**config.mk**
```make
export PLATFORM = sky130hd
export DESIGN_NAME = driver_fault_supervisor
export DESIGN_NICKNAME = d
export VERILOG_FILES = /design/src/driver_fault_supervisor.v /design/src/persist_filter.v /design/src/pump_oc_accum.v
export VERILOG_INCLUDE_DIRS = /design/src
export SDC_FILE = /design/constraint.sdc
export NUM_CORES = 1
export LEC_CHECK = 0
export BUFFER_PORTS_ARGS = -buffer_cell sky130_fd_sc_hd__buf_4
export CAP_MARGIN = 25
export CORE_UTILIZATION = 35
export CTS_CLUSTER_SIZE = 16
export DETAILED_ROUTE_END_ITERATION = 7
export PLACE_DENSITY = 0.53
export SLEW_MARGIN = 10
export SYNTH_ARGS = -nofsm -noshare
export SYNTH_HDL_FRONTEND = slang
export SYNTH_SLANG_ARGS = --single-unit
```
**constraint.sdc**
```tcl
create_clock -name core_clk -period 2.25 [get_ports core_clk]
set_input_delay 0.3375 -clock core_clk [delete_from_list [all_inputs] [get_ports core_clk]]
set_output_delay 0.3375 -clock core_clk [all_outputs]
set_load 0.03 [all_outputs]
```
**src/supervisor_defines.vh**
```
// Purpose: Shared constants for the driver fault supervisor
// Assumes: core_clk at 100 MHz
// Notes: Times in ns, cycle counts derived from the clock period
//
// How it works
// - Low open-load qualified sets channel open-load flag
// - Open-load evaluated only while channel off
// - Drain above reference for qualify time sets flag
// - Qualified overcurrent switches channel off, sets flag
// - Overtemperature: off, flag, stored command cleared
// - Overtemperature clear only once temperature normal
// - Regulation error threshold 25 LSB, regulation only
// - Pump overcurrent checked only while pump on
// - Pump accumulation enabled after half qualify time
// - Accumulated overcurrent beyond qualify time faults pump
// - Drive input low holds accumulation counter
// - Drive on without overcurrent after masking resets counter
// - Pump overtemperature: off, flag, clear and reassert
// - Regulation error flag latched, cleared by read
// - Target is 10-bit code, zero means off
`ifndef SUPERVISOR_DEFINES_VH
`define SUPERVISOR_DEFINES_VH

// ==========================================
// Timing
// Terms kept 16 bits wide so the derived counts fit the counters exactly
`define CLK_PERIOD_NS 16'h000a
`define QUALIFY_TIME_NS 16'h03e8
`define QUALIFY_CYCLES ((`QUALIFY_TIME_NS + `CLK_PERIOD_NS - 16'h0001) / `CLK_PERIOD_NS)
`define MASK_CYCLES ((`QUALIFY_TIME_NS / 16'h0002 + `CLK_PERIOD_NS - 16'h0001) / `CLK_PERIOD_NS)
`define CNT_WIDTH 16

// ==========================================
// Channel and regulation
`define CHANNELS 4
`define TARGET_WIDTH 10
`define TARGET_OFF 10'h000
`define REG_ERR_THRESHOLD 10'h019

`endif

```
**src/driver_fault_supervisor.v**
```verilog
// Purpose: Fault supervision for four low-side channels and a pump pre-driver
// Assumes: Comparator inputs asynchronous; host strobes on core_clk
// Notes: Regulation loop and SPI framing live elsewhere
`timescale 1ns/1ps
`include "supervisor_defines.vh"
module driver_fault_supervisor #(
    parameter CH = `CHANNELS,
    parameter TW = `TARGET_WIDTH
) (
    // Clock and reset
    input wire core_clk,
    input wire sys_rst,
    // Low-side comparators, one bit per channel, asynchronous
    input wire [CH-1:0] openLoadBelow,
    input wire [CH-1:0] drainAboveRef,
    input wire [CH-1:0] chanOverCurrent,
    input wire [CH-1:0] chanOverTemp,
    // Host command strobes, one cycle
    input wire [CH-1:0] targetWrite,
    input wire [TW-1:0] targetValue,
    input wire [CH-1:0] channelFaultClear,
    input wire [CH-1:0] regErrRead,
    // Regulation measurement, one packed word per channel
    input wire [CH-1:0] regulationMode,
    input wire [CH*TW-1:0] adcCurrent,
    // Pump
    input wire pumpDriveInput,
    input wire pumpOverCurrent,
    input wire pumpOverTemp,
    input wire pumpFaultClear,
    // Channel outputs
    output reg [CH-1:0] channelOn,
    output reg [CH*TW-1:0] targetCode,
    output reg [CH-1:0] openLoadFlag,
    output reg [CH-1:0] drainLevelFlag,
    output reg [CH-1:0] overCurrentFlag,
    output reg [CH-1:0] overTempFlag,
    output reg [CH-1:0] regulationErrorFlag,
    // Pump outputs
    output reg pumpGateOutput,
    output reg pumpOcFlag,
    output reg pumpOtFlag
);
    // ==========================================
    // Input synchronisers
    reg [CH-1:0] olMeta, olSync, dsMeta, dsSync, ocMeta, ocSync, otMeta, otSync;
    reg [2:0] pMeta, pSync;

    // Every comparator and pump level passes two flip-flops
    always @(posedge core_clk) begin
        if (sys_rst) begin
            olMeta <= {CH{1'b0}};
            olSync <= {CH{1'b0}};
            dsMeta <= {CH{1'b0}};
            dsSync <= {CH{1'b0}};
            ocMeta <= {CH{1'b0}};
            ocSync <= {CH{1'b0}};
            otMeta <= {CH{1'b0}};
            otSync <= {CH{1'b0}};
            pMeta <= 3'h0;
            pSync <= 3'h0;
        end else begin
            olMeta <= openLoadBelow;
            olSync <= olMeta;
            dsMeta <= drainAboveRef;
            dsSync <= dsMeta;
            ocMeta <= chanOverCurrent;
            ocSync <= ocMeta;
            otMeta <= chanOverTemp;
            otSync <= otMeta;
            pMeta <= {pumpDriveInput, pumpOverCurrent, pumpOverTemp};
            pSync <= pMeta;
        end
    end

    wire pDrive = pSync[2];
    wire pOc = pSync[1];
    wire pOt = pSync[0];

    // ==========================================
    // Per-channel supervision
    wire [CH-1:0] olQual, dsQual, ocQual, otQual;

    genvar i;
    generate
        for (i = 0; i < CH; i = i + 1) begin : chan
            wire [TW-1:0] tgt = targetCode[i*TW +: TW];
            wire [TW-1:0] adc = adcCurrent[i*TW +: TW];
            wire [TW-1:0] diff = (tgt > adc) ? (tgt - adc) : (adc - tgt);
            // Off means zero code or a fault shutdown
            wire isOn = channelOn[i];
            wire overErr = regulationMode[i] && isOn && (diff >= `REG_ERR_THRESHOLD);

            // Open load only looked at while the channel is off
            persist_filter u_ol (
                .core_clk(core_clk),
                .sys_rst(sys_rst),
                .condIn(olSync[i] & ~isOn),
                .qualified(olQual[i])
            );
            persist_filter u_ds (
                .core_clk(core_clk),
                .sys_rst(sys_rst),
                .condIn(dsSync[i]),
                .qualified(dsQual[i])
            );
            persist_filter u_oc (
                .core_clk(core_clk),
                .sys_rst(sys_rst),
                .condIn(ocSync[i]),
                .qualified(ocQual[i])
            );
            persist_filter u_ot (
                .core_clk(core_clk),
                .sys_rst(sys_rst),
                .condIn(otSync[i]),
                .qualified(otQual[i])
            );

            // Flags, shutdown and stored command
            always @(posedge core_clk) begin
                if (sys_rst) begin
                    openLoadFlag[i] <= 1'b0;
                    drainLevelFlag[i] <= 1'b0;
                    overCurrentFlag[i] <= 1'b0;
                    overTempFlag[i] <= 1'b0;
                    regulationErrorFlag[i] <= 1'b0;
                    channelOn[i] <= 1'b0;
                    targetCode[i*TW +: TW] <= `TARGET_OFF;
                end else begin
                    // Open load is report-only; set beats clear
                    if (olQual[i]) begin
                        openLoadFlag[i] <= 1'b1;
                    end else if (channelFaultClear[i]) begin
                        openLoadFlag[i] <= 1'b0;
                    end
                    // Drain level is a filtered real-time state
                    drainLevelFlag[i] <= dsQual[i];
                    // Overcurrent: clear ignored while still qualified
                    if (ocQual[i]) begin
                        overCurrentFlag[i] <= 1'b1;
                    end else if (channelFaultClear[i]) begin
                        overCurrentFlag[i] <= 1'b0;
                    end
                    // Overtemperature clear waits for normal temperature
                    if (otQual[i] || otSync[i]) begin
                        overTempFlag[i] <= otQual[i] | overTempFlag[i];
                    end else if (channelFaultClear[i]) begin
                        overTempFlag[i] <= 1'b0;
                    end
                    // Regulation error latched, read clears, set wins
                    if (overErr) begin
                        regulationErrorFlag[i] <= 1'b1;
                    end else if (regErrRead[i]) begin
                        regulationErrorFlag[i] <= 1'b0;
                    end
                    // Command store and driver enable
                    if (otQual[i]) begin
                        targetCode[i*TW +: TW] <= `TARGET_OFF;
                        channelOn[i] <= 1'b0;
                    end else if (ocQual[i]) begin
                        channelOn[i] <= 1'b0;
                    end else if (targetWrite[i]) begin
                        targetCode[i*TW +: TW] <= targetValue;
                        // Resume only once overcurrent and overtemperature flags are cleared
                        channelOn[i] <= (targetValue != `TARGET_OFF) &&
                            !overCurrentFlag[i] && !overTempFlag[i];
                    end
                end
            end
        end
    endgenerate

    // ==========================================
    // Pump supervision
    wire pumpOcQual, pumpOtQual;
    reg pumpArmed_reg;

    // A clear with pumpOcFlag set empties the accumulator, else a full count fires at once after restart
    pump_oc_accum u_pump_oc (
        .core_clk(core_clk),
        .sys_rst(sys_rst | (pumpFaultClear & pumpOcFlag)),
        .driveOn(pDrive & pumpArmed_reg),
        .overCurrent(pOc),
        .ocFault(pumpOcQual)
    );

    persist_filter u_pump_ot (
        .core_clk(core_clk),
        .sys_rst(sys_rst),
        .condIn(pOt),
        .qualified(pumpOtQual)
    );

    // Pump flags and gate; after a fault the drive must go low then high
    always @(posedge core_clk) begin
        if (sys_rst) begin
            pumpOcFlag <= 1'b0;
            pumpOtFlag <= 1'b0;
            pumpArmed_reg <= 1'b0;
            pumpGateOutput <= 1'b0;
        end else begin
            if (pumpOcQual) begin
                pumpOcFlag <= 1'b1;
            end else if (pumpFaultClear) begin
                pumpOcFlag <= 1'b0;
            end
            if (pumpOtQual) begin
                pumpOtFlag <= 1'b1;
            end else if (pumpFaultClear) begin
                pumpOtFlag <= 1'b0;
            end
            // Re-arm only with flags clear and drive low, so reassertion restarts
            if (pumpOcQual || pumpOtQual) begin
                pumpArmed_reg <= 1'b0;
            end else if (!pDrive && !pumpOcFlag && !pumpOtFlag) begin
                pumpArmed_reg <= 1'b1;
            end
            pumpGateOutput <= pDrive && pumpArmed_reg && !pumpOcQual && !pumpOtQual;
        end
    end
endmodule

```
**src/persist_filter.v**
```verilog
// Purpose: Qualifies a condition that persists for a number of cycles
// Assumes: Condition input already synchronised
// Notes: Restarts on any drop before qualification
`timescale 1ns/1ps
`include "supervisor_defines.vh"
module persist_filter #(
    parameter [`CNT_WIDTH-1:0] LIMIT = `QUALIFY_CYCLES
) (
    // Clock and reset
    input wire core_clk,
    input wire sys_rst,
    // Condition
    input wire condIn,
    output reg qualified
);
    reg [`CNT_WIDTH-1:0] count_reg;

    // ==========================================
    // Count while present, restart on drop
    always @(posedge core_clk) begin
        if (sys_rst || !condIn) begin
            count_reg <= {`CNT_WIDTH{1'b0}};
            qualified <= 1'b0;
        end else if (count_reg >= LIMIT - 16'h0001) begin
            qualified <= 1'b1;
        end else begin
            count_reg <= count_reg + 16'h0001;
        end
    end
endmodule

```
**src/pump_oc_accum.v**
```verilog
// Purpose: Masked, cumulative pump overcurrent qualification
// Assumes: Inputs synchronised to core_clk
// Notes: Counter holds while drive is low, so short bursts add up
`timescale 1ns/1ps
`include "supervisor_defines.vh"
module pump_oc_accum #(
    parameter [`CNT_WIDTH-1:0] MASK = `MASK_CYCLES,
    parameter [`CNT_WIDTH-1:0] LIMIT = `QUALIFY_CYCLES
) (
    // Clock and reset
    input wire core_clk,
    input wire sys_rst,
    // Conditions
    input wire driveOn,
    input wire overCurrent,
    output reg ocFault
);
    reg [`CNT_WIDTH-1:0] mask_reg;
    reg [`CNT_WIDTH-1:0] accum_reg;
    wire maskDone;

    assign maskDone = (mask_reg >= MASK);

    // ==========================================
    // Masking timer restarts each time drive goes low
    always @(posedge core_clk) begin
        if (sys_rst || !driveOn) begin
            mask_reg <= {`CNT_WIDTH{1'b0}};
        end else if (!maskDone) begin
            mask_reg <= mask_reg + 16'h0001;
        end
    end

    // ==========================================
    // Accumulate, hold or reset
    always @(posedge core_clk) begin
        if (sys_rst) begin
            accum_reg <= {`CNT_WIDTH{1'b0}};
            ocFault <= 1'b0;
        end else if (!driveOn) begin
            accum_reg <= accum_reg;
            ocFault <= 1'b0;
        end else if (!maskDone) begin
            ocFault <= 1'b0;
        end else if (overCurrent) begin
            ocFault <= (accum_reg >= LIMIT);
            if (accum_reg <= LIMIT) begin
                accum_reg <= accum_reg + 16'h0001;
            end
        end else begin
            accum_reg <= {`CNT_WIDTH{1'b0}};
            ocFault <= 1'b0;
        end
    end
endmodule

```
---- Yosys cells after proc, flatten, opt, wreduce, memory -nomap -nowiden ----
Index checks and enable logic that the tools add are counted.
word-level totals
  register bits ........................... 428
  input bits .............................. 88
cells by class
  add/sub/neg operators ................... 27
  magnitude comparators ................... 28
  bitwise logic cells ..................... 22
  reductions and logical operators ........ 109
  multiplexer cells ....................... 33
  eq/ne operators ......................... 1
operators by type and width
  cell                                                                    count
  16-bit by 1-bit adder with 16-bit output, second input constant         19
  16-bit by 7-bit >= comparator with 1-bit output, second input constant  18
  10-bit subtractor                                                       8
  10-bit by 5-bit >= comparator with 1-bit output, second input constant  4
  10-bit greater-than comparator                                          4
  10-bit two-way mux                                                      4
  2-bit nonzero test                                                      18
  16-bit two-way mux                                                      2
  1-bit zero test                                                         31
  1-bit two-way mux                                                       27
  1-bit logical OR                                                        23
  1-bit logical AND                                                       21
  16-bit by 6-bit >= comparator with 1-bit output, second input constant  1
  16-bit by 7-bit <= comparator with 1-bit output, second input constant  1
  3-bit OR reduction                                                      4
  1-bit NOT                                                               11
  10-bit nonzero test                                                     1
  2-bit OR reduction                                                      5
  2-bit AND reduction                                                     4
  1-bit AND                                                               6
  1-bit OR                                                                5
  4-bit OR reduction                                                      1
  3-bit AND reduction                                                     1
  2-bit by 1-bit != test with 1-bit output, second input constant         1

---- Longest topological paths before layout ----
Gate-level depths: netlist (run 1).
  depth in word-level cells ............... 5
  gate-level depth with buffers ........... 12
  gate-level depth less buffers ........... 12

---- By module ----
A second synthesis (run 1) with hierarchy kept.
unflattened totals
  cell total of the unflattened synthesis .. 2,267
  area, all modules ....................... 19,860.3 µm²
modules (own cells, without submodules)
  module                   area an instance (µm²)  times used  cells each  sequential area each (µm²)
  persist_filter           638.1                   17          66          340.3
  driver_fault_supervisor  7,621.1                 1           997         2,122.0
  pump_oc_accum            1,391.3                 1           148         660.6

---- Worst setup path before layout (run 1) ----
Ideal clock, no wire load.
  path type ............................... register to register
  from .................................... register targetCode[20] (netlist: chan[2].tgt[0])
  to ...................................... register regulationErrorFlag[2]
  data required time ...................... 2.123 ns
  path slack .............................. -0.404 ns
  period minus slack after synthesis ...... 2.654 ns
  path buffers ............................ 0
  data arrival time ....................... 2.528 ns
  stages on the path, launching flop included .. 12
  cells stage by stage .................... dfxtp_1 > ha_1 > inv_1 > fa_1 > nand3_1 > and2_1 > xor2_1 > a31oi_1 > a2111oi_0 > or4b_1 > nand4_1 > o211ai_1
between the ends
  word-level cells in the longest chain between the ends .. 5
  elaborated cells on any way between the ends .. 8
  those cells by class .................... add/sub: 2; order compare: 2; mux: 2; reduce/logical: 2
ends and longest elaborated chain
  element                                                                     RTL line                       text
  start: declaration                                                          driver_fault_supervisor.v:33   output reg [CH*TW-1:0] targetCode,
  start signal: indexed assignment                                            driver_fault_supervisor.v:129  targetCode[i*TW +: TW] <= `TARGET_OFF;
  start signal: indexed assignment                                            driver_fault_supervisor.v:159  targetCode[i*TW +: TW] <= `TARGET_OFF;
  start signal: indexed assignment                                            driver_fault_supervisor.v:164  targetCode[i*TW +: TW] <= targetValue;
  10-bit subtractor / 10-bit greater-than comparator (equally long branches)  driver_fault_supervisor.v:89   wire [TW-1:0] diff = (tgt > adc) ? (tgt - adc) : (adc - tgt);
  10-bit two-way mux *                                                        driver_fault_supervisor.v:89
  10-bit by 5-bit >= comparator with 1-bit output (no source line) *          --
  1-bit logical AND *                                                         driver_fault_supervisor.v:92   wire overErr = regulationMode[i] && isOn && (diff >= `REG_ERR_THRESHOLD);
  1-bit two-way mux / 2-bit nonzero test (equally long branches)              --
  end signal: indexed assignment                                              driver_fault_supervisor.v:127  regulationErrorFlag[i] <= 1'b0;
  end signal: indexed assignment                                              driver_fault_supervisor.v:153  regulationErrorFlag[i] <= 1'b1;
  end signal: indexed assignment                                              driver_fault_supervisor.v:155  regulationErrorFlag[i] <= 1'b0;
  end: declaration                                                            driver_fault_supervisor.v:38   output reg [CH-1:0] regulationErrorFlag,
Every way passes the cells marked *; elsewhere a longest branch is shown, timed or not.
A chain may end at the register's enable or synchronous reset.

---- Worst setup path in the final report (run 1) ----
  from .................................... register targetCode[10] (netlist: chan[1].tgt[0])
  to ...................................... register regulationErrorFlag[1]
Same word-level chain as after synthesis.

==> results.cfg, run 1 <==
[worst_setup_path]
critPathKind = reg2reg
cp_data_arrival_time_ns = 2.97
crit_path_start_kind = register
crit_buf_inv = 2
r2r_slack_ns = -0.28
required_ns = 2.69
crit_path_cell_trace = inv_1 -> ha_1 -> inv_1 -> fa_2 -> a21o_1 -> a221o_1 -> o21ba_2 -> xor2_1 -> nor4_2 -> a311o_1 -> a31oi_1
crit_slowest_cell = dfxtp_4
cpLargestDelayFamily = compound AO/OA/AOI/OAI gates
worst_path_most_repeated_cell = inv_1
crit_path_end_kind = register
critPathMaxStageDelay_ns = 0.36
cp_max_fo = 4

[job]
drv_cap = 0

[timing]
hold_viol = 0
slew_headroom_pct = 50.7
fin_ws_ns = -0.283
fin_crit_sh_pct = 113
drv_slew = 0
worstMarginPinSlew_ns = 0.739
rsz0062_at_grt = yes
setup_viol = 4
post-route-min-period_ns = 2.53
fin_skew_ns = 0.0151
tns_ns = -0.702
max_freq_mhz = 395

[finish]
post-route-util_pct = 45.6
multi_input_comb_area_sq_um = 9470
layout_common_cells = 405 x dfxtp_1, 319 x buf_4, 221 x nor2_1
regArea_sq_um = 8620
area_growth_pct = 28.0
nNetsFinal = 2575
fillerInstances = 4972
drive_above_1_share_pct = 20.7
mostFrequentLayoutCell = dfxtp_1

[pwr]
switchingPower_mw = 4.23
p_int_mw = 13.2
combPwrFrac_pct = 11.6
ir_worst_vdd_v = 0.000501
p_per_area_nw_per_um2 = 738
clockPowerShare_pct = 43.9
leakagePower_nw = 10.1
swShare_pct = 24.3
pwr-share-seq_pct = 44.6

[clock_tree]
cts_buffers = 47
clk_pin_slew_ns = 0.06
cts_tree = done
htreeDepth = 2
clockBufferDepth = 3
clkSinkCount = 428
root_buffer = clkbuf_16
clock_latency_ns = 0.56

[synth]
syn_inst = 2047
avgSynthCellArea_sq_um = 9.01
yosys_most_used_dff = dfxtp_1
synth-edff-count = 0
yosys_warnings = 0
synthDistinctLibCells = 63
synth_seq_area_share_pct = 46.5
ys_async_sr_fraction_pct = 0
syn_nets = 2240
synth-seq-cells = 428
syn_area_sq_um = 18400

[drt]
wl_per_cell_microns = 14.5
drc = 0
drt_iter0_markers = 670
routed-via-count = 14800
dr.pass1.iters = 5
ant_nets = 0
viasPerCell = 4.78
wirelength_mm = 45.0

[floorplanning]
io_pins = 155
dieArea_sq_um = 53600
core_sq_um = 51700
initial_utilization_pct = 35.6
chipHeight_microns = 232
dieWidth_microns = 232
num_rows = 83

[global_route]
grt_pass1_vias = 14400
antenna_found_initial = 4
grt_usage_pct = 16.6
grt_pass1_wl_mm = 72.3
overflow = 0
grt_start_max_net_pins = 55

[place]
post-dp-hpwl_mm = 33.3
place.gp.congestion = 0.884
io_buffers = 154

[hold_path]
hold_class = in2reg

[outcome]
status = finished with violations
violations = setup timing
==> power by group through the flow <==
stage	Sequential [mW]	Combinational [mW]	Clock, mW
after floorplan	7.98	1.03	0
after global routing	7.77	2.21	8.23
after CTS	7.76	1.95	7.91
after detailed placement	7.93	1.88	0
after global placement	7.92	1.86	0
final	7.76	2.02	7.64
==> per-stage QoR <==
step                      hold slack [ns]  worst slack, ns  total power [mW]  area (sq um)  std cells
after global routing               0.0145           -0.378              18.2         23600       3099
final                              0.0289           -0.283              17.4         23600       3099
after floorplan                     0.408           -0.138              9.01         18600       2047
after detailed placement            0.420           -0.489              9.80         21500       2986
after CTS                         0.00403           -0.300              17.6         23400       3093
after global placement              0.417           -0.403              9.78         21500       2986
==> timing repair <==
action,in CTS,in global routing
hold buffers,17,0
setup buffers,5,5
endpoints found under the hold margin,17,0
pin swaps,22,27
endpoints found under the setup margin,4,11
gates resized for setup,26,35
==> cells in the mapped netlist, drive strengths merged, types with 3 or more instances <==
cell type | instances | area share, %
nor3b | 4 | 0.16
and4 | 12 | 0.57
a31oi | 50 | 2.1
a211oi | 13 | 0.56
nand3b | 8 | 0.33
nor2b | 70 | 2.4
mux2i | 20 | 1.1
nor3 | 41 | 1.1
xor2 | 72 | 3.4
mux2 | 4 | 0.24
fa | 8 | 0.87
or4 | 19 | 0.77
a21o | 19 | 0.77
ha | 97 | 6.6
nand2b | 14 | 0.48
nor4 | 33 | 1.1
and2 | 129 | 4.4
xnor2 | 53 | 2.5
dfxtp | 428 | 46
o21ai | 46 | 1.2
o2111ai | 3 | 0.14
nand2 | 171 | 3.5
inv | 131 | 2.7
nand4 | 37 | 1.3
a21oi | 117 | 3.2
a31o | 3 | 0.14
buf | 11 | 0.39
a41oi | 3 | 0.14
o211ai | 15 | 0.61
and3 | 48 | 1.7
o31ai | 5 | 0.20
o21a | 12 | 0.49
nor2 | 222 | 4.5
or3 | 13 | 0.44
nand3 | 43 | 1.2
clkbuf | 41 | 0.83
o21bai | 3 | 0.12
==> worst paths after layout <==
path | cells after the start | startpoint | endpoint
min reg2reg | 2 | u_pump_oc.accum_reg[14]$_SDFFE_PP0P_ | u_pump_oc.accum_reg[14]$_SDFFE_PP0P_
max reg2reg | 11 | chan[1].tgt[0]$_SDFFE_PP0P_ | regulationErrorFlag[1]$_SDFFE_PP0P_
max | 11 | chan[1].tgt[0]$_SDFFE_PP0P_ | regulationErrorFlag[1]$_SDFFE_PP0P_
min | 2 | pumpOverTemp | pMeta[0]$_SDFF_PP0_
==> per-layer routing <==
layer | global-route usage, % | vias up | routed length (microns) | part of all wire, %
met5 | 0 | - | 44 | 0.098
met3 | 3.06 | 89 | 2120 | 4.7
li1 | - | 7628 | - | -
met4 | 6.37 | 6 | 1420 | 3.2
met2 | 26.7 | 268 | 20100 | 45
met1 | 21.9 | 6814 | 21300 | 47
==> worst register-to-register path: stages, from the launching register on <==
cell and delay [ns]:
dfxtp_4 0.36, inv_1 0.05, ha_1 0.13, inv_1 0.07, fa_2 0.35, a21o_1 0.19
a221o_1 0.31, o21ba_2 0.23, xor2_1 0.14, nor4_2 0.30, a311o_1 0.18, a31oi_1 0.09
==> layout make-up <==
type | count | area share (%)
Sequential cell | 428 | 36.5
Tap cell | 680 | 3.61
Inverter | 132 | 2.12
Multi-Input combinational cell | 1435 | 40.1
Timing Repair Buffer | 338 | 11.0
Antenna cell | 1 | 0.0106
Clock inverter | 18 | 0.774
Clock buffer | 67 | 5.78
==> cell families (layout without fill, tap and decap cells) <==
group,count (synthesis),after routing,synth area share (%)
AND/OR/NAND/NOR,870,870,24.1
flip-flops,428,428,46.5
AO/OA/AOI/OAI,311,311,10.8
buffers and inverters,184,555,3.92
XOR/XNOR,125,125,5.94
adder cells (fa/ha/maj),105,105,7.45
multiplexers,24,24,1.33
other,0,1,0
No activity file was read; power rests on OpenSTA's default activity.
==> run 2: changes to the inputs <==
--- a/config.mk
+++ b/config.mk
@@ -8,10 +8,10 @@
 export LEC_CHECK = 0
 export BUFFER_PORTS_ARGS = -buffer_cell sky130_fd_sc_hd__buf_4
 export CAP_MARGIN = 25
-export CORE_UTILIZATION = 35
+export CORE_UTILIZATION = 45
 export CTS_CLUSTER_SIZE = 16
 export DETAILED_ROUTE_END_ITERATION = 7
-export PLACE_DENSITY = 0.53
+export PLACE_DENSITY = 0.65
 export SLEW_MARGIN = 10
 export SYNTH_ARGS = -nofsm -noshare
 export SYNTH_HDL_FRONTEND = slang
==> results.cfg, run 2 (synthesis gave the netlist of run 1 again) <==
[outcome]
status = finished with violations
violations = setup timing

[floorplanning]
initial_utilization_pct = 46.0
chipHeight_microns = 204
dieWidth_microns = 204
num_rows = 73
dieArea_sq_um = 41800
io_pins = 155
core_sq_um = 40100

[timing]
worstMarginPinSlew_ns = 0.686
rsz0062_at_grt = yes
max_freq_mhz = 406
post-route-min-period_ns = 2.46
drv_slew = 0
fin_ws_ns = -0.212
setup_viol = 4
fin_crit_sh_pct = 109
whs_ns = 0.0407
slew_headroom_pct = 54.2
fin_skew_ns = 0.00909
hold_viol = 0

[clock_tree]
cts_buffers = 45
clock_latency_ns = 0.56
clkSinkCount = 428
root_buffer = clkbuf_16
clk_pin_slew_ns = 0.06
htreeDepth = 2
cts_tree = done
clockBufferDepth = 3

[global_route]
antenna_found_initial = 2
overflow = 0
grt_pass1_vias = 14500
grt_pass1_wl_mm = 70.1
grt_start_max_net_pins = 37
grt_usage_pct = 20.6

[hold_path]
hold_class = in2reg

[drt]
ant_nets = 0
wl_per_cell_microns = 14.5
routed-via-count = 14900
drc = 0
wirelength_mm = 42.6
viasPerCell = 5.09
drt_iter0_markers = 668
dr.pass1.iters = 5

[place]
io_buffers = 154
place.gp.congestion = 0.923
post_dp_cell_area_sq_um = 21300
pre_cts_ws_ns = -0.491
post-dp-hpwl_mm = 31.5

[worst_setup_path]
r2r_slack_ns = -0.21
critPathKind = reg2reg
startpoint = chan[2].tgt[2]$_SDFFE_PP0P_
required_ns = 2.69
r2r_end = regulationErrorFlag[2]$_SDFFE_PP0P_
setup.worst_path.end = regulationErrorFlag[2]$_SDFFE_PP0P_
cp_data_arrival_time_ns = 2.90
r2r-start = chan[2].tgt[2]$_SDFFE_PP0P_
crit_path_end_kind = register
crit_path_start_kind = register
cp_max_fo = 4
rr_worst_depth = 9

[finish]
post-route-util_pct = 57.9
nNetsFinal = 2571
final_cell_area_sq_um = 23200
area_growth_pct = 25.9
drive_above_1_share_pct = 19.8
mostFrequentLayoutCell = dfxtp_1
layout_common_cells = 405 x dfxtp_1, 320 x buf_4, 222 x nor2_1

[pwr]
p_total_mw = 17.1
p_per_area_nw_per_um2 = 735
ir_worst_vdd_v = 0.000614
leakagePower_nw = 10.1

[job]
drv_cap = 0
==> run 2: changes by cell type in the layout (fill, tap and decap cells not counted), sizes merged <==
cell         change
clkinv           -8
clkbuf           +7
inv              -3
buf              -1
bufinv           -1
clkinvlp         +1
dlygate4sd3      -1
==> run 2: layout make-up <==
cell class                      count  area [sq um]
Antenna cell                        1          2.50
Clock buffer                       74          1390
Clock inverter                      7          93.8
Fill cell                        3514         16900
Inverter                          132           498
Multi-Input combinational cell   1435          9390
Sequential cell                   428          8620
Tap cell                          525           657
Timing Repair Buffer              336          2560
==> run 2: repair_timing <==
| item | CTS | global route |
|---|---|---|
| pin swaps | 22 | 30 |
| hold buffers | 16 | 0 |
| endpoints found under the hold margin | 16 | 0 |
| setup buffers | 6 | 1 |
| resized for setup | 20 | 24 |
| setup endpoints to repair | 4 | 4 |
==> run 2: per-stage QoR <==
step                      setup TNS, ns  std cells
final                            -0.611       2938
after global routing             -0.988       2938
after CTS                        -0.646       2936
after detailed placement          -1.43       2833
after global placement            -1.32       2833
after floorplan                  -0.289       2047
==> run 2: worst max-delay path, stage by stage (launching register included) <==
cell and delay [ns]:
dfxtp_4 0.36, ha_1 0.33, and3_4 0.21, o21a_1 0.12, nor4_1 0.18, a2bb2oi_1 0.11
a2111oi_2 0.39, or4b_1 0.46, nand4_1 0.10, o211ai_1 0.09
==> run 2: worst min path at each step <==
stage / start / endpoint / slack (ns) / cells past startpoint
4_1_cts: chanOverTemp[2] / otMeta[2]$_SDFF_PP0_ / 0.005 / 2
6_report: chanOverTemp[2] / otMeta[2]$_SDFF_PP0_ / 0.04 / 2
5_1_grt: chanOverTemp[2] / otMeta[2]$_SDFF_PP0_ / 0.02 / 2
2_1_floorplan: u_pump_oc.accum_reg[13]$_SDFFE_PP0P_ / u_pump_oc.accum_reg[13]$_SDFFE_PP0P_ / 0.41 / 2
3_5_place_dp: u_pump_oc.accum_reg[13]$_SDFFE_PP0P_ / u_pump_oc.accum_reg[13]$_SDFFE_PP0P_ / 0.42 / 2
3_3_place_gp: u_pump_oc.accum_reg[13]$_SDFFE_PP0P_ / u_pump_oc.accum_reg[13]$_SDFFE_PP0P_ / 0.41 / 2
==> run 2: where the power goes <==
group,internal (mW),total [mW],switching [mW]
Clock,4.43,7.33,2.90
Combinational,0.936,1.98,1.05
Sequential,7.67,7.76,0.0869
==> run 2: per-layer routing <==
layer  wire (microns)  global-route usage (%)
met1            20200                    27.5
met5               13                       0
met4             1170                    7.22
met3             1890                    3.09
met2            19400                    33.6
==> run 3: changes to the inputs <==
--- a/config.mk
+++ b/config.mk
@@ -11,7 +11,8 @@
 export CORE_UTILIZATION = 45
 export CTS_CLUSTER_SIZE = 16
 export DETAILED_ROUTE_END_ITERATION = 7
-export PLACE_DENSITY = 0.65
+export PLACE_DENSITY = 0.66
+export REMOVE_ABC_BUFFERS = 1
 export SLEW_MARGIN = 10
 export SYNTH_ARGS = -nofsm -noshare
 export SYNTH_HDL_FRONTEND = slang
==> results.cfg, run 3 (synthesis gave the netlist of run 1 again) <==
[pwr]
p_total_mw = 17.4
p_per_area_nw_per_um2 = 738
leakagePower_nw = 10.2
ir_worst_vdd_v = 0.000571

[clock_tree]
cts_tree = done
clockBufferDepth = 3
cts_buffers = 45
clkSinkCount = 428
htreeDepth = 2
clk_pin_slew_ns = 0.06
root_buffer = clkbuf_16
clock_latency_ns = 0.56

[outcome]
status = finished with violations
violations = setup timing

[finish]
layout_common_cells = 418 x dfxtp_1, 348 x buf_4, 222 x nor2_1
fillerInstances = 3490
drive_above_1_share_pct = 21.0
area_growth_pct = 27.9
fin_cells = 2968
diodes = 0
final_cell_area_sq_um = 23600
mostFrequentLayoutCell = dfxtp_1
post-route-util_pct = 58.8
nNetsFinal = 2600

[place]
place.gp.congestion = 0.870
placedCellCount = 2858
pre_cts_ws_ns = -0.541
post-dp-hpwl_mm = 32.1
post_dp_cell_area_sq_um = 21400
io_buffers = 154

[timing]
fin_ws_ns = -0.241
whs_ns = 0.0344
slew_headroom_pct = 46.3
tns_ns = -0.753
post-route-min-period_ns = 2.49
fin_crit_sh_pct = 111
max_freq_mhz = 401
hold_viol = 0
fin_skew_ns = 0.0170
worstMarginPinSlew_ns = 0.804
rsz0062_at_grt = yes
drv_slew = 0
setup_viol = 4

[drt]
drc = 0
wirelength_mm = 43.3
viasPerCell = 5.06
dr.pass1.iters = 5
wl_per_cell_microns = 14.6
ant_nets = 0
routed-via-count = 15000
drt_iter0_markers = 623

[global_route]
grt_pass1_wl_mm = 70.4
overflow = 0
grt_start_max_net_pins = 47
grt_usage_pct = 20.6
grt_pass1_vias = 14500
antenna_found_initial = 0

[floorplanning]
io_pins = 155
dieWidth_microns = 204
dieArea_sq_um = 41800
chipHeight_microns = 204
core_sq_um = 40100
num_rows = 73
initial_utilization_pct = 46.0

[worst_setup_path]
crit_path_start_kind = register
cp_max_fo = 4
cp_data_arrival_time_ns = 2.92
crit_slowest_cell = fa_1
critPathMaxStageDelay_ns = 0.39
crit_path_cell_trace = ha_1 -> inv_1 -> fa_1 -> a21o_1 -> a221oi_2 -> buf_4 -> xor2_1 -> o211ai_1 -> nor4_1 -> a311o_1 -> a31oi_1
rr_worst_depth = 11
crit_path_end_kind = register
required_ns = 2.68
critPathKind = reg2reg

[hold_path]
hold_class = in2reg
hold_depth = 2

[job]
drv_cap = 0
run 3: cell count changes in the layout (fill, tap and decap cells not counted), sizes merged:
cell,before,now
clkinvlp,2,4
dlygate4sd3,16,15
buf,320,350
diode,1,0
clkbuf,74,61
clkinv,3,14
bufinv,2,4
run 3: area by class of cell:
type                    instances  area, sq um  area share [%]
clock inverters                22          250            1.06
clock buffers                  61         1290            5.46
inverters                     132          498            2.11
flip-flops and latches        428         8590            36.5
repair buffers                365         2800            11.9
multi-input cells            1435         9490            40.2
well taps                     525          657            2.79
run 3: final timing paths:
path                                                        endpoint                            startpoint  slack [ns]
worst min register to register  u_pump_oc.accum_reg[12]$_SDFFE_PP0P_  u_pump_oc.accum_reg[12]$_SDFFE_PP0P_        0.43
worst max register to register   regulationErrorFlag[1]$_SDFFE_PP0P_           chan[1].tgt[0]$_SDFFE_PP0P_       -0.24
worst max-delay path             regulationErrorFlag[1]$_SDFFE_PP0P_           chan[1].tgt[0]$_SDFFE_PP0P_       -0.24
worst min-delay path                            ocSync[3]$_SDFF_PP0_                               sys_rst        0.03
run 3: layer usage:
metal	wire length (microns)	vias to the layer above	global-route usage, %
met1	20200	6962	27.4
met4	1060	0	6.42
li1	-	7682	-
met5	0	-	0
met2	19900	298	33.9
met3	2150	79	3.28
run 3: power by group:
| group | switching [mW] | total (mW) | internal [mW] |
|---|---|---|---|
| Clock | 3.08 | 7.59 | 4.50 |
| Combinational | 1.07 | 2.06 | 0.988 |
| Sequential | 0.0789 | 7.75 | 7.67 |
run 3: worst max-delay path, delay by kind of cell (launching register included):
| family | cells | cell delay (ns) |
|---|---|---|
| XOR/XNOR | 1 | 0.16 |
| flip-flops | 1 | 0.37 |
| adder cells (fa/ha/maj) | 2 | 0.56 |
| AO/OA/AOI/OAI | 5 | 0.89 |
| buffers and inverters | 2 | 0.22 |
| AND/OR/NAND/NOR | 1 | 0.18 |
run 3: timing repair:
item | CTS | global route
resized for setup | 42 | 42
setup endpoints to repair | 4 | 10
hold endpoints to repair | 15 | 0
pin swaps | 17 | 34
setup buffers | 5 | 7
hold buffers | 15 | 0
